[src/verilog/bcs_regs.svh]
// Constants for the bus cycle status encoder: field values and reset values.
// Assumes it is included by its bare name from the package and the design modules.
//
// Overview of operation
// - Status pair low only in start state
// - Status pins float high during hold acknowledge
// - Interrupt acknowledge drives all four lines low
// - Patterns 01 and 10 reserved with code and M/IO both low, never emitted there
// - Both status bits high means no cycle
// - Halt or shutdown chosen by address bit one
// - Memory read: high bit 0, low bit 1
// - Memory write: high bit 1, low bit 0
`ifndef BCS_REGS_SVH
`define BCS_REGS_SVH

// ****************************************
// Line levels per cycle kind
// ****************************************
`define BCS_COD_INTACK 1'h0
`define BCS_MIO_IO 1'h0
`define BCS_MIO_MEM 1'h1
`define BCS_STATUS_NONE 2'h3
`define BCS_STATUS_INTACK 2'h0
`define BCS_STATUS_HALT 2'h0
`define BCS_STATUS_READ 2'h1
`define BCS_STATUS_WRITE 2'h2
`define BCS_ADDR_HALT 1'h1
`define BCS_ADDR_SHUTDOWN 1'h0

// ****************************************
// Reset values
// ****************************************
`define BCS_RST_COD 1'h1
`define BCS_RST_MIO 1'h1
`define BCS_RST_ADDR 1'h0
`define BCS_RST_PIN 1'h1

`endif

[src/verilog/bcs_pkg.sv]
// Types shared by the bus cycle status encoder modules.
// Assumes bcs_regs.svh is on the include path.
package bcs_pkg;
    `include "bcs_regs.svh"

    typedef enum logic [2:0] {
        BCS_KIND_INTACK = 3'h0,
        BCS_KIND_HALT = 3'h1,
        BCS_KIND_SHUTDOWN = 3'h2,
        BCS_KIND_MEM_READ = 3'h3,
        BCS_KIND_MEM_WRITE = 3'h4
    } bcs_kind_e;

    typedef enum logic [1:0] {
        BCS_ST_IDLE = 2'h0,
        BCS_ST_START = 2'h1,
        BCS_ST_TAIL = 2'h2,
        BCS_ST_HOLD = 2'h3
    } bcs_state_e;
endpackage

[src/verilog/bcs_pin_cell.sv]
// One registered status pin with its output enable.
// Assumes i_value and i_drive come from logic on the same clock.
`include "bcs_regs.svh"

module bcs_pin_cell (
    input wire logic i_clock,
    input wire logic i_rstn,
    input wire logic i_value,
    input wire logic i_drive,
    output logic o_pin,
    output logic o_pin_oe
);
    import bcs_pkg::*;

    logic next_pin;
    logic next_pin_oe;

    // Released pin reads as one, so undriven value is kept high
    always_comb begin
        next_pin = i_drive ? i_value : `BCS_RST_PIN;
        next_pin_oe = i_drive;
    end

    always_ff @(posedge i_clock) begin
        if (!i_rstn) begin
            o_pin <= `BCS_RST_PIN;
            o_pin_oe <= 1'h1;
        end else begin
            o_pin <= next_pin;
            o_pin_oe <= next_pin_oe;
        end
    end
endmodule // bcs_pin_cell

[src/verilog/bcs_encoder.sv]
// Bus cycle status encoder: turns cycle requests from the core into status lines.
// Assumes requests and hold requests come from logic on i_clock; pins float to one.
`include "bcs_regs.svh"

module bcs_encoder (
    input wire logic i_clock,
    input wire logic i_rstn,
    input wire logic i_cycle_req,
    input wire bcs_pkg::bcs_kind_e i_cycle_kind,
    input wire logic i_hold_req,
    output logic o_req_ready,
    output logic o_cycle_status_hi_n,
    output logic o_cycle_status_hi_n_oe,
    output logic o_cycle_status_lo_n,
    output logic o_cycle_status_lo_n_oe,
    output logic o_cod_intack,
    output logic o_mem_io,
    output logic o_addr_bit_one,
    output logic o_bus_start_state,
    output logic o_hold_ack
);
    import bcs_pkg::*;

    bcs_state_e state;
    bcs_state_e next_state;
    logic cod;
    logic next_cod;
    logic mio;
    logic next_mio;
    logic a1;
    logic next_a1;
    logic start;
    logic next_start;
    logic hold_ack;
    logic next_hold_ack;
    logic ready;
    logic next_ready;
    logic [1:0] next_status;
    logic next_drive;
    logic kind_ok;
    logic [1:0] kind_status;
    logic kind_cod;
    logic kind_mio;
    logic kind_a1;
    logic take;

    // ****************************************
    // Cycle kind decode
    // ****************************************
    // Unknown kinds are refused so no reserved pattern can leave
    always_comb begin
        kind_ok = 1'h1;
        kind_cod = `BCS_COD_INTACK;
        kind_mio = `BCS_MIO_MEM;
        kind_a1 = a1;
        kind_status = `BCS_STATUS_NONE;
        case (i_cycle_kind)
            BCS_KIND_INTACK: begin
                kind_mio = `BCS_MIO_IO;
                kind_status = `BCS_STATUS_INTACK;
                kind_a1 = `BCS_ADDR_SHUTDOWN;
            end
            BCS_KIND_HALT: begin
                kind_status = `BCS_STATUS_HALT;
                kind_a1 = `BCS_ADDR_HALT;
            end
            BCS_KIND_SHUTDOWN: begin
                kind_status = `BCS_STATUS_HALT;
                kind_a1 = `BCS_ADDR_SHUTDOWN;
            end
            BCS_KIND_MEM_READ: begin
                kind_status = `BCS_STATUS_READ;
            end
            BCS_KIND_MEM_WRITE: begin
                kind_status = `BCS_STATUS_WRITE;
            end
            default: begin
                kind_ok = 1'h0;
            end
        endcase
    end

    // Hold request beats a cycle request in the same cycle
    assign take = i_cycle_req && ready && !i_hold_req && kind_ok;

    // ****************************************
    // Sequencer
    // ****************************************
    always_comb begin
        next_state = state;
        next_cod = cod;
        next_mio = mio;
        next_a1 = a1;
        next_start = 1'h0;
        next_status = `BCS_STATUS_NONE;
        case (state)
            BCS_ST_IDLE: begin
                if (i_hold_req) begin
                    next_state = BCS_ST_HOLD;
                end else if (take) begin
                    next_state = BCS_ST_START;
                    next_cod = kind_cod;
                    next_mio = kind_mio;
                    next_a1 = kind_a1;
                    next_start = 1'h1;
                    next_status = kind_status;
                end
            end
            BCS_ST_START: begin
                next_state = BCS_ST_TAIL;
            end
            BCS_ST_TAIL: begin
                next_state = BCS_ST_IDLE;
            end
            BCS_ST_HOLD: begin
                if (!i_hold_req) begin
                    next_state = BCS_ST_IDLE;
                end
            end
            default: begin
                next_state = BCS_ST_IDLE;
            end
        endcase
        next_hold_ack = (next_state == BCS_ST_HOLD);
        next_drive = !next_hold_ack;
        next_ready = (next_state == BCS_ST_IDLE);
    end

    always_ff @(posedge i_clock) begin
        if (!i_rstn) begin
            state <= BCS_ST_IDLE;
            cod <= `BCS_RST_COD;
            mio <= `BCS_RST_MIO;
            a1 <= `BCS_RST_ADDR;
            start <= 1'h0;
            hold_ack <= 1'h0;
            ready <= 1'h0;
        end else begin
            state <= next_state;
            cod <= next_cod;
            mio <= next_mio;
            a1 <= next_a1;
            start <= next_start;
            hold_ack <= next_hold_ack;
            ready <= next_ready;
        end
    end

    // ****************************************
    // Status pins
    // ****************************************
    bcs_pin_cell u_pin_hi (
        .i_clock(i_clock),
        .i_rstn(i_rstn),
        .i_value(next_status[1]),
        .i_drive(next_drive),
        .o_pin(o_cycle_status_hi_n),
        .o_pin_oe(o_cycle_status_hi_n_oe)
    );

    bcs_pin_cell u_pin_lo (
        .i_clock(i_clock),
        .i_rstn(i_rstn),
        .i_value(next_status[0]),
        .i_drive(next_drive),
        .o_pin(o_cycle_status_lo_n),
        .o_pin_oe(o_cycle_status_lo_n_oe)
    );

    assign o_req_ready = ready;
    assign o_cod_intack = cod;
    assign o_mem_io = mio;
    assign o_addr_bit_one = a1;
    assign o_bus_start_state = start;
    assign o_hold_ack = hold_ack;

    // ****************************************
    // Checks
    // ****************************************
    AST_START_ONE_CYCLE: assert property (@(posedge i_clock) disable iff (!i_rstn)
        take |=> o_bus_start_state ##1 (!o_bus_start_state && o_cycle_status_hi_n && o_cycle_status_lo_n))
        else $error("Start state not exactly one cycle");

    AST_LOW_ONLY_IN_START: assert property (@(posedge i_clock) disable iff (!i_rstn)
        (!o_cycle_status_hi_n || !o_cycle_status_lo_n) == o_bus_start_state)
        else $error("Status low outside start state");

    AST_HOLD_FLOATS: assert property (@(posedge i_clock) disable iff (!i_rstn)
        o_hold_ack |-> (!o_cycle_status_hi_n_oe && !o_cycle_status_lo_n_oe
            && o_cycle_status_hi_n && o_cycle_status_lo_n))
        else $error("Status driven during hold acknowledge");

    AST_HOLD_GRANT: assert property (@(posedge i_clock) disable iff (!i_rstn)
        (state == BCS_ST_IDLE && i_hold_req) |=> (o_hold_ack && !o_bus_start_state))
        else $error("Hold not granted from idle");

    AST_INTACK_CODE: assert property (@(posedge i_clock) disable iff (!i_rstn)
        (take && i_cycle_kind == BCS_KIND_INTACK) |=> (!o_cod_intack && !o_mem_io
            && !o_cycle_status_hi_n && !o_cycle_status_lo_n))
        else $error("Interrupt acknowledge code wrong");

    AST_NO_RESERVED: assert property (@(posedge i_clock) disable iff (!i_rstn)
        (!o_cod_intack && !o_mem_io) |-> (o_cycle_status_hi_n == o_cycle_status_lo_n))
        else $error("Reserved status pattern emitted");

    AST_NONE_NO_START: assert property (@(posedge i_clock) disable iff (!i_rstn)
        (o_cycle_status_hi_n && o_cycle_status_lo_n) |-> !o_bus_start_state)
        else $error("Start state with idle status");

    AST_HALT_SHUTDOWN: assert property (@(posedge i_clock) disable iff (!i_rstn)
        (take && (i_cycle_kind == BCS_KIND_HALT || i_cycle_kind == BCS_KIND_SHUTDOWN))
        |=> (o_mem_io && !o_cod_intack && !o_cycle_status_hi_n && !o_cycle_status_lo_n
            && o_addr_bit_one == ($past(i_cycle_kind) == BCS_KIND_HALT)))
        else $error("Halt or shutdown code wrong");

    AST_MEM_READ: assert property (@(posedge i_clock) disable iff (!i_rstn)
        (take && i_cycle_kind == BCS_KIND_MEM_READ) |=> (o_mem_io && !o_cod_intack
            && !o_cycle_status_hi_n && o_cycle_status_lo_n))
        else $error("Memory read code wrong");

    AST_MEM_WRITE: assert property (@(posedge i_clock) disable iff (!i_rstn)
        (take && i_cycle_kind == BCS_KIND_MEM_WRITE) |=> (o_mem_io && !o_cod_intack
            && o_cycle_status_hi_n && !o_cycle_status_lo_n))
        else $error("Memory write code wrong");
endmodule // bcs_encoder

[config.mk]
export PLATFORM = sky130hd
export DESIGN_NAME = bcs_encoder
export DESIGN_NICKNAME = d
export VERILOG_FILES = /design/src/verilog/bcs_pkg.sv /design/src/verilog/bcs_pin_cell.sv /design/src/verilog/bcs_encoder.sv
export VERILOG_INCLUDE_DIRS = /design/src /design/src/verilog
export SDC_FILE = /design/constraint.sdc
export NUM_CORES = 1
export LEC_CHECK = 0
export BUFFER_PORTS_ARGS = -buffer_cell sky130_fd_sc_hd__buf_2
export CORE_AREA = 2 2 39 41
export CTS_CLUSTER_DIAMETER = 100
export CTS_CLUSTER_SIZE = 16
export DETAILED_ROUTE_END_ITERATION = 7
export DIE_AREA = 0 0 41 43
export PLACE_DENSITY = 0.53
export SLEW_MARGIN = 15
export SYNTH_ARGS = -nofsm -noshare
export SYNTH_HDL_FRONTEND = slang
export SYNTH_HIERARCHICAL = 1
export SYNTH_SLANG_ARGS = --single-unit
export TNS_END_PERCENT = 1
[constraint.sdc]
create_clock -name i_clock -period 2.54 [get_ports i_clock]
set_input_delay 0.254 -clock i_clock [delete_from_list [all_inputs] [get_ports i_clock]]
set_output_delay 0.254 -clock i_clock [all_outputs]
set_load 0.005 [all_outputs]
# --- After elaboration in Yosys (flattened, before gate mapping) ---
# Cells that the tools add are included.
totals:
  elab_cells: 47
  in_bits: 7
  register_bits: 11
op_classes:
  n_mux: 9
  reduce_logical: 16
  n_bitwise: 4
  eq_ne: 8
op_table:
  columns: ["cell", "count"]
  rows:
  - ["$reduce_or A5 Y1", 2]
  - ["$pmux W2 S4", 1]
  - ["$eq A2 B2 Y1 const B", 3]
  - ["$eq A3 B2 Y1 const B", 2]
  - ["$mux W2", 3]
  - ["$pmux W2 S3", 1]
  - ["$reduce_or A3 Y1", 2]
  - ["$logic_not A2 Y1", 2]
  - ["$not A1 Y1", 4]
  - ["$reduce_and A4 Y1", 1]
  - ["$eq A3 B1 Y1 const B", 1]
  - ["$eq A3 B3 Y1 const B", 1]
  - ["$logic_and A1 B1 Y1", 3]
  - ["$logic_not A3 Y1", 1]
  - ["$mux W1", 3]
  - ["$reduce_and A3 Y1", 1]
  - ["$eq A2 B1 Y1 const B", 1]
  - ["$logic_not A1 Y1", 2]
  - ["$pmux W1 S2", 1]
  - ["$reduce_bool A2 Y1", 1]
  - ["$reduce_or A2 Y1", 1]

# --- Logic depth before layout (Yosys ltp) ---
# Gate-level depths: netlist of run 1.
logic_depth:
  word_depth: 9
  ltp_mapped: 4
  depth_no_buf: 4

# --- Modules after synthesis ---
# The synthesis of run 1 kept the hierarchy.
modules_own_cells:
  columns: ["module", "area_each_um2", "n_inst", "cells_each", "seq_area_each_um2"]
  rows:
  - ["bcs_encoder", 327.8, 1, 31, 160.2]
  - ["bcs_pin_cell", 53.8, 2, 4, 40.0]

# --- Worst setup path before layout of run 1 ---
# Ideal clock, no wire load.
synth_path:
  kind: "register to register"
  start: "register state[1]"
  end: "register u_pin_lo.o_pin"
  path_buffers: 0
  setup_slack_ps: 1312
  arrival_ps: 1106
  required_time_ps: 2418
  stages_incl_launch_ff: 5
  setup_time_ps: 122
  cell_sequence: "dfxtp_1 > nand4bb_4 > nor3_1 > nand2_1 > nand3b_1"
synth_via:
  elab_chain_cells: 5
  word_cells_on_any_way: 11
  cone_classes: "eq/ne (4); mux (4); bitwise (1); reduce/logical (2)"
synth_rtl:
  columns: ["element", "line", "rtl"]
  rows:
  - ["start: declaration", "bcs_encoder.sv:24", "bcs_state_e state;"]
  - ["start signal: assignment", "bcs_encoder.sv:139", "state <= next_state;"]
  - ["$mux W2", "bcs_encoder.sv:100", "end else if (take) begin"]
  - ["$mux W2", "bcs_encoder.sv:98", "if (i_hold_req) begin"]
  - ["$pmux W2 S4", "bcs_encoder.sv:96", "case (state)"]
  - ["$eq A2 B2 Y1", "bcs_encoder.sv:124", "next_hold_ack = (next_state == BCS_ST_HOLD);"]
  - ["$reduce_or A5 Y1 (no source line) *", null, null]
  - ["end signal: assignment", "bcs_pin_cell.sv:26", "o_pin <= `BCS_RST_PIN;"]
  - ["end signal: assignment", "bcs_pin_cell.sv:29", "o_pin <= next_pin;"]
  - ["end: declaration", "bcs_pin_cell.sv:10", "output logic o_pin,"]
# Every way passes the cells marked *; elsewhere a longest branch is shown, timed or not.
# A chain may end at the register's enable or synchronous reset.

# --- Worst setup path after layout of run 1 ---
# Same ends and word-level chain as after synthesis.

==> results.md, run 1 <==
- Flop pwr share: 0.574
- Routed wl met2: between 300 and 400 µm
- Worst Setup SP: state[1]$_SDFF_PN0_
- Crit-path max FO: 5
- Syn Area/Cell: between 10 and 15 µm²
- Starting density of the core: 0.3146
- Worst Setup Path Type: reg -> reg
- Worst slew pin tran: 0.5471 ns
- WL final: 845 µm
- H-tree level count: 1
- Core area: about 0.0014 mm²
- Post-Syn Area: roughly 440 µm²
- Largest net degree at the start of global routing: 10
- GRT Util Overall: 0.1139
- Hpwl dp: 642.6 µm
- CP cell instances: nand4bb_4 > nor3_1 > nand2_1 > nand3b_1
- CTS tree: yes
- Clk pin slew, worst setup/hold paths: about 0.070 ns
- Leak Pwr: around 0.00023 µW
- Setup TNS Final: 0 ns
- Net Sw Frac: 0.2247
- Vias in the first global route: approximately 300
- Mapped Cells: 39
- Postcts setup bufs: 0
- Synthesized net count: 46
- Average wire per cell in the routed design: 11.42 µm
- Buf/Inv on CP: 0
- Num ports: 17
- Period utilisation layout: 0.5608
- Power, Total: ~350 µW
- Max_cap viols: 0
- Status: finished, final reports clean
- Maximum VDD drop: 0.0001872 V
- #FFs+latches synth: 12
- Antenna-violating nets left: 0
- Residual DRC: 0
- Headroom to the max-slew limit: 0.6325
- Min-delay src: i_hold_req
- GR Overflow Total: 0
- Yosys synthesis warning count: 6
- PD cells: ~630 mW/mm²
- Cts repair resizes: 0
- Final hold viol count: 0
- Via count: around 360
- Clock root cell: clkbuf_4
- GPL Wtd Cong: 0.8026
- Cell count after placement: 71
- DRT iter0 DRCs: 11
- Clock buffer depth: 2
- Slew Limit Fails: 0
- Netlist cell types: 18
- Crit-path leading delay family: simple AND/OR/NAND/NOR gates
- Critical Path Source Type: flip-flop
- Finished Core Util: 0.4033
- Sequential cell area fraction in the yosys report: 0.5517
- Int Power: 273.0 µW
- Share of cells above drive strength 1: 0.3793
- Worst setup EP type: flip-flop
- I/O Buffers: 16
- Commonest cells after routing, fill and taps aside: buf_2, dfxtp_1, inv_1
- Die Y: 43 µm
- Row count: 14
- Via/cell ratio: 4.811
- Routed wl met3: approximately 99 µm
- Hold Path Class: in -> reg
- Global-route wire length before repair: approximately 1.3 mm
- DRT Pass-1 Iters: 4
- Final setup viols: 0
- Top Metal Used: met3
- Hold_ws: 0.2326 ns
- Sink Count: 12
- Non-Filler Instances: 74
- Num CTS Buffers: 3
- Max stage delay cell, worst path: nor3_1
- CP peak stage delay: approximately 0.5 ns
- Post-Route Skew: between 0.0015 and 0.002 ns
- Horiz. Die Dim: ~40 µm
- WL met1: about 360 µm
- Hold_buf cts: 0
- CP Data Arrival Time: roughly 1.6 ns
- Initial antenna violation count: 0
- Worst r2r src: state[1]$_SDFF_PN0_
- Commonest non-fill, non-tap cell in the layout: buf_2
- RSZ-0062 raised after global routing: false
- Clock latency on the worst-skew pair: between 0.2 and 0.3 ns
- Fmax: between 0.7 and 0.8 GHz
- Layout net count: between 60 and 70
- Critical path required time: 2.69 ns
- Min Tclk post-route: 1.424 ns
- Gate power share: 0.115
- Die ar.: around 0.0018 mm²
- # fillers: between 100 and 150
- # diodes: 0
- Net Sw Power: around 79 µW
- P&R area growth vs syn: 28.16%
- Clk pwr share: 0.311
-- state kept, by name, summed over array words and instances (netlist names) --
signal / flops
u_pin_lo/o_pin_oe: 1
o_hold_ack: 1
u_pin_hi/o_pin_oe: 1
u_pin_lo/o_pin: 1
o_bus_start_state: 1
state: 2
o_mem_io: 1
o_req_ready: 1
o_addr_bit_one: 1
u_pin_hi/o_pin: 1
o_cod_intack: 1
-- cells by family after synthesis --
family	synth area share
and+or+nand+nor	0.2730
DFF	0.5517
AOI/OAI and AO/OA	0.09768
buffers and inverters	0.03447
xor gates and xnor gates	0.02012
adders and majority gates	0.02299
-- path summary, 6_finish.rpt --
| kind | end | slack (ns) | cells past startpoint |
|---|---|---|---|
| min | o_bus_start_state$_SDFF_PP0_ | 0.23 | 2 |
| min reg2reg | o_cod_intack$_SDFFE_PN1P_ | 0.48 | 2 |
| max reg2reg | u_pin_lo/o_pin$_SDFF_PN1_ | 1.12 | 4 |
| max | u_pin_lo/o_pin$_SDFF_PN1_ | 1.12 | 4 |
-- power by group through the flow --
stage	Combinational (µW)	Clock (µW)	Sequential (µW)
finish	40.7	109	202
global route	44.8	123	203
CTS	40.9	118	202
detailed placement	40.8	0	206
global placement	40.9	0	206
floorplan	21.1	0	207
-- metal layers --
metal | track usage | vias to the layer above
met3 | 0.03665 | 0
met5 | 0 | -
met4 | 0.1000 | 0
li1 | - | 175
met1 | 0.1433 | 161
met2 | 0.1469 | 20
-- synth_stat cells (all sizes together) --
cell	n	area (µm²)
or3	2	17.52
nand2b	2	12.51
nand4bb	1	27.53
o32a	1	11.26
nor2	1	3.750
nand2	2	7.510
nor3	2	10.01
dfxtp	12	240.2
and2	2	12.51
o221a	1	11.26
maj3	1	10.01
xnor2	1	8.760
o21a	2	15.01
inv	4	15.01
nor4	2	12.51
nand3b	2	15.01
o21ai	1	5.000
-- cell type report --
type | count | area [µm²] | area share
Sequential cell | 12 | 240.2 | 0.4305
Clock buffer | 3 | 22.52 | 0.04036
Tap cell | 16 | 20.02 | 0.03587
Inverter | 4 | 15.01 | 0.02691
Timing Repair Buffer | 16 | 80.08 | 0.1435
Multi-Input combinational cell | 23 | 180.2 | 0.3229
-- per-stage QoR --
step / area [µm²] / setup slack (ns)
3_3_place_gp: 535.5 / 1.212
2_1_floorplan: 435.4 / 1.312
5_1_grt: 558.0 / 1.029
4_1_cts: 558.0 / 1.156
6_report: 558.0 / 1.116
3_5_place_dp: 535.5 / 1.169
No activity file was read; power rests on OpenSTA's default activity.
==> inputs of run 2 (changes only) <==
==> constraint.sdc (replaced) <==
create_clock -name i_clock -period 1.4 [get_ports i_clock]
set_input_delay 0.14 -clock i_clock [delete_from_list [all_inputs] [get_ports i_clock]]
set_output_delay 0.14 -clock i_clock [all_outputs]
set_load 0.005 [all_outputs]
==> run 2 against run 1 <==
Clock power up 140%. First-iteration DRC count shrank 64%. Sequential share of layout area decreased by 1.9 points. Critical path type unchanged. Utilization rose by 1.9 points. Largest cell class unchanged. Critical endpoint is now o_addr_bit_one$_SDFFE_PN0P_. Final cell count rose by 2.7%. Design area rose by 4.7%.
==> results.md, run 2 (synthesized netlist as in run 1, its figures left out) <==
- Status: finished, final reports clean
- Number of flip-flops in the largest register: 2
- Hpwl dp: between 600 and 700 µm
- Buf/Inv on CP: 0
- WL final: 816 µm
- Worst path depth: 3
- Critical path required time: 1.56 ns
- Sink Count: 12
- Worst hold endpoint: u_pin_lo/o_pin_oe$_SDFF_PN1_
- Worst r2r src: state[1]$_SDFF_PN0_
- Clock latency on the worst-skew pair: between 0.2 and 0.3 ns
- Worst Setup Path Type: reg -> reg
- Horiz. Die Dim: 41 µm
- Average wire per cell in the routed design: 10.74 µm
- Biggest register: state
- CP Data Arrival Time: ~1.5 ns
- P&R area growth vs syn: 34.20%
- Non-Filler Instances: 76
- Starting density of the core: 0.3146
- Residual DRC: 0
- Maximum VDD drop: 0.0006096 V
- Reg2Reg Depth: 3
- Clock buffer depth: 2
- GPL Wtd Cong: ~0.82
- Final hold viol count: 0
- Hold Path Class: in -> reg
- Final setup viols: 0
- Period utilisation layout: 0.9199
- Fmax: around 0.78 GHz
- Min Tclk post-route: ~1.3 ns
- GRT Util Overall: 0.1179
- Clk pin slew, worst setup/hold paths: ~0.070 ns
- Hold Crit Depth: 2
- Global-route wire length before repair: 1.345 mm
- Vias in the first global route: 333
- Clock root cell: clkbuf_4
- Post-Route Skew: ~0.0006 ns
- Row count: 14
- Headroom to the max-slew limit: 0.8117
- GR Overflow Total: 0
- Worst slew pin tran: 0.2809 ns
- Via count: 350
- DRT Pass-1 Iters: 4
- Commonest cells after routing, fill and taps aside: buf_2, dfxtp_1, inv_1
- Antenna-violating nets left: 0
- CTS tree: yes
- Setup TNS Final: 0 ns
- Initial antenna violation count: 0
- RSZ-0062 raised after global routing: false
- # fillers: 140
- Worst setup EP type: flip-flop
- DRT iter0 DRCs: 4
- Layout net count: 68
- Cell count after placement: between 70 and 80
- Slew Limit Fails: 0
- Min-delay src: i_rstn
- Num ports: 17
- Max_cap viols: 0
- Hold_buf cts: 0
- Max stage delay cell, worst path: or3_4
- Share of cells above drive strength 1: 0.4167
- Core area: 0.001384 mm²
- Via/cell ratio: ~4.6
- Leak Pwr: 0.0002437 µW
- DP Area: 543.0 µm²
- Num CTS Buffers: 3
- Crit-path max FO: 4
- Crit-path leading delay family: simple AND/OR/NAND/NOR gates
- I/O Buffers: 16
- PD cells: 1208 mW/mm²
- Setup slack, reg-to-reg: 0.11 ns
- Critical Path Source Type: flip-flop
- # diodes: 0
- Commonest non-fill, non-tap cell in the layout: buf_2
- Power, Total: between 700 and 800 µW
- CP cell instances: nand4bb_4 > or3_4 > o221a_1
- Largest net degree at the start of global routing: 10
- Worst R2R End: o_addr_bit_one$_SDFFE_PN0P_
- Die Y: about 43 µm
- H-tree level count: 1
- CP peak stage delay: about 0.36 ns
- Die ar.: roughly 0.0018 mm²
- Design area: roughly 580 µm²
run 2: cell types whose count changed in the layout (fill, tap and decap cells not counted):
cell,before,now
nor3_2,0,1
buf_4,0,1
clkbuf_8,0,1
nor3_1,2,1
run 2: power by group:
group          total, µW  internal, µW  leakage, µW  switching [µW]
combinational       74.0          39.1     0.000124            34.9
clock                265           158    0.0000210             107
sequential           366           358    0.0000984            9.00
total                706           555     0.000244             151
run 2: layout make-up:
| cell class | instances | area, µm² | share of cell area |
|---|---|---|---|
| clock buffer | 4 | 36.28 | 0.06210 |
| timing repair buffer | 17 | 87.58 | 0.1499 |
| multi-input combinational | 23 | 185.2 | 0.3169 |
| inverter | 4 | 15.01 | 0.02570 |
| sequential | 12 | 240.2 | 0.4111 |
| tap | 16 | 20.02 | 0.03426 |
run 2: metal layers:
layer,track usage,wire length [µm],vias up
li1,-,-,177
met1,0.1303,347,157
met2,0.1719,368,16
met3,0.09948,101,0
met4,0.02000,0,0
met5,0,0,-
run 2: repair_timing:
action,in CTS,in global routing
endpoints found under the setup margin,0,3
setup buffers,0,0
gates resized for setup,0,1
run 2: worst max-delay path by stage:
stage	endpoint	startpoint
after floorplan	u_pin_lo/o_pin$_SDFF_PN1_	state[1]$_SDFF_PN0_
after global placement	u_pin_lo/o_pin$_SDFF_PN1_	state[1]$_SDFF_PN0_
after detailed placement	u_pin_lo/o_pin$_SDFF_PN1_	state[1]$_SDFF_PN0_
after CTS	o_cod_intack$_SDFFE_PN1P_	state[1]$_SDFF_PN0_
after global routing	o_addr_bit_one$_SDFFE_PN0P_	state[1]$_SDFF_PN0_
final	o_addr_bit_one$_SDFFE_PN0P_	state[1]$_SDFF_PN0_
run 2: through the flow:
stage / util / worst slack (ns) / hold slack, ns
after global placement: 0.3924 / 0.07218 / 0.3961
after floorplan: - / 0.1716 / 0.2132
after global routing: 0.4222 / 0.06069 / 0.1182
after CTS: 0.4186 / 0.01753 / 0.1042
final: 0.4222 / 0.1122 / 0.1235
after detailed placement: 0.3924 / 0.05674 / 0.3936
run 2: worst register-to-register path, delay by kind of cell, from the launching register on:
kind	cells	cell delay, ns
and+or+nand+nor	2	0.61
DFF	1	0.33
AOI/OAI and AO/OA	1	0.24
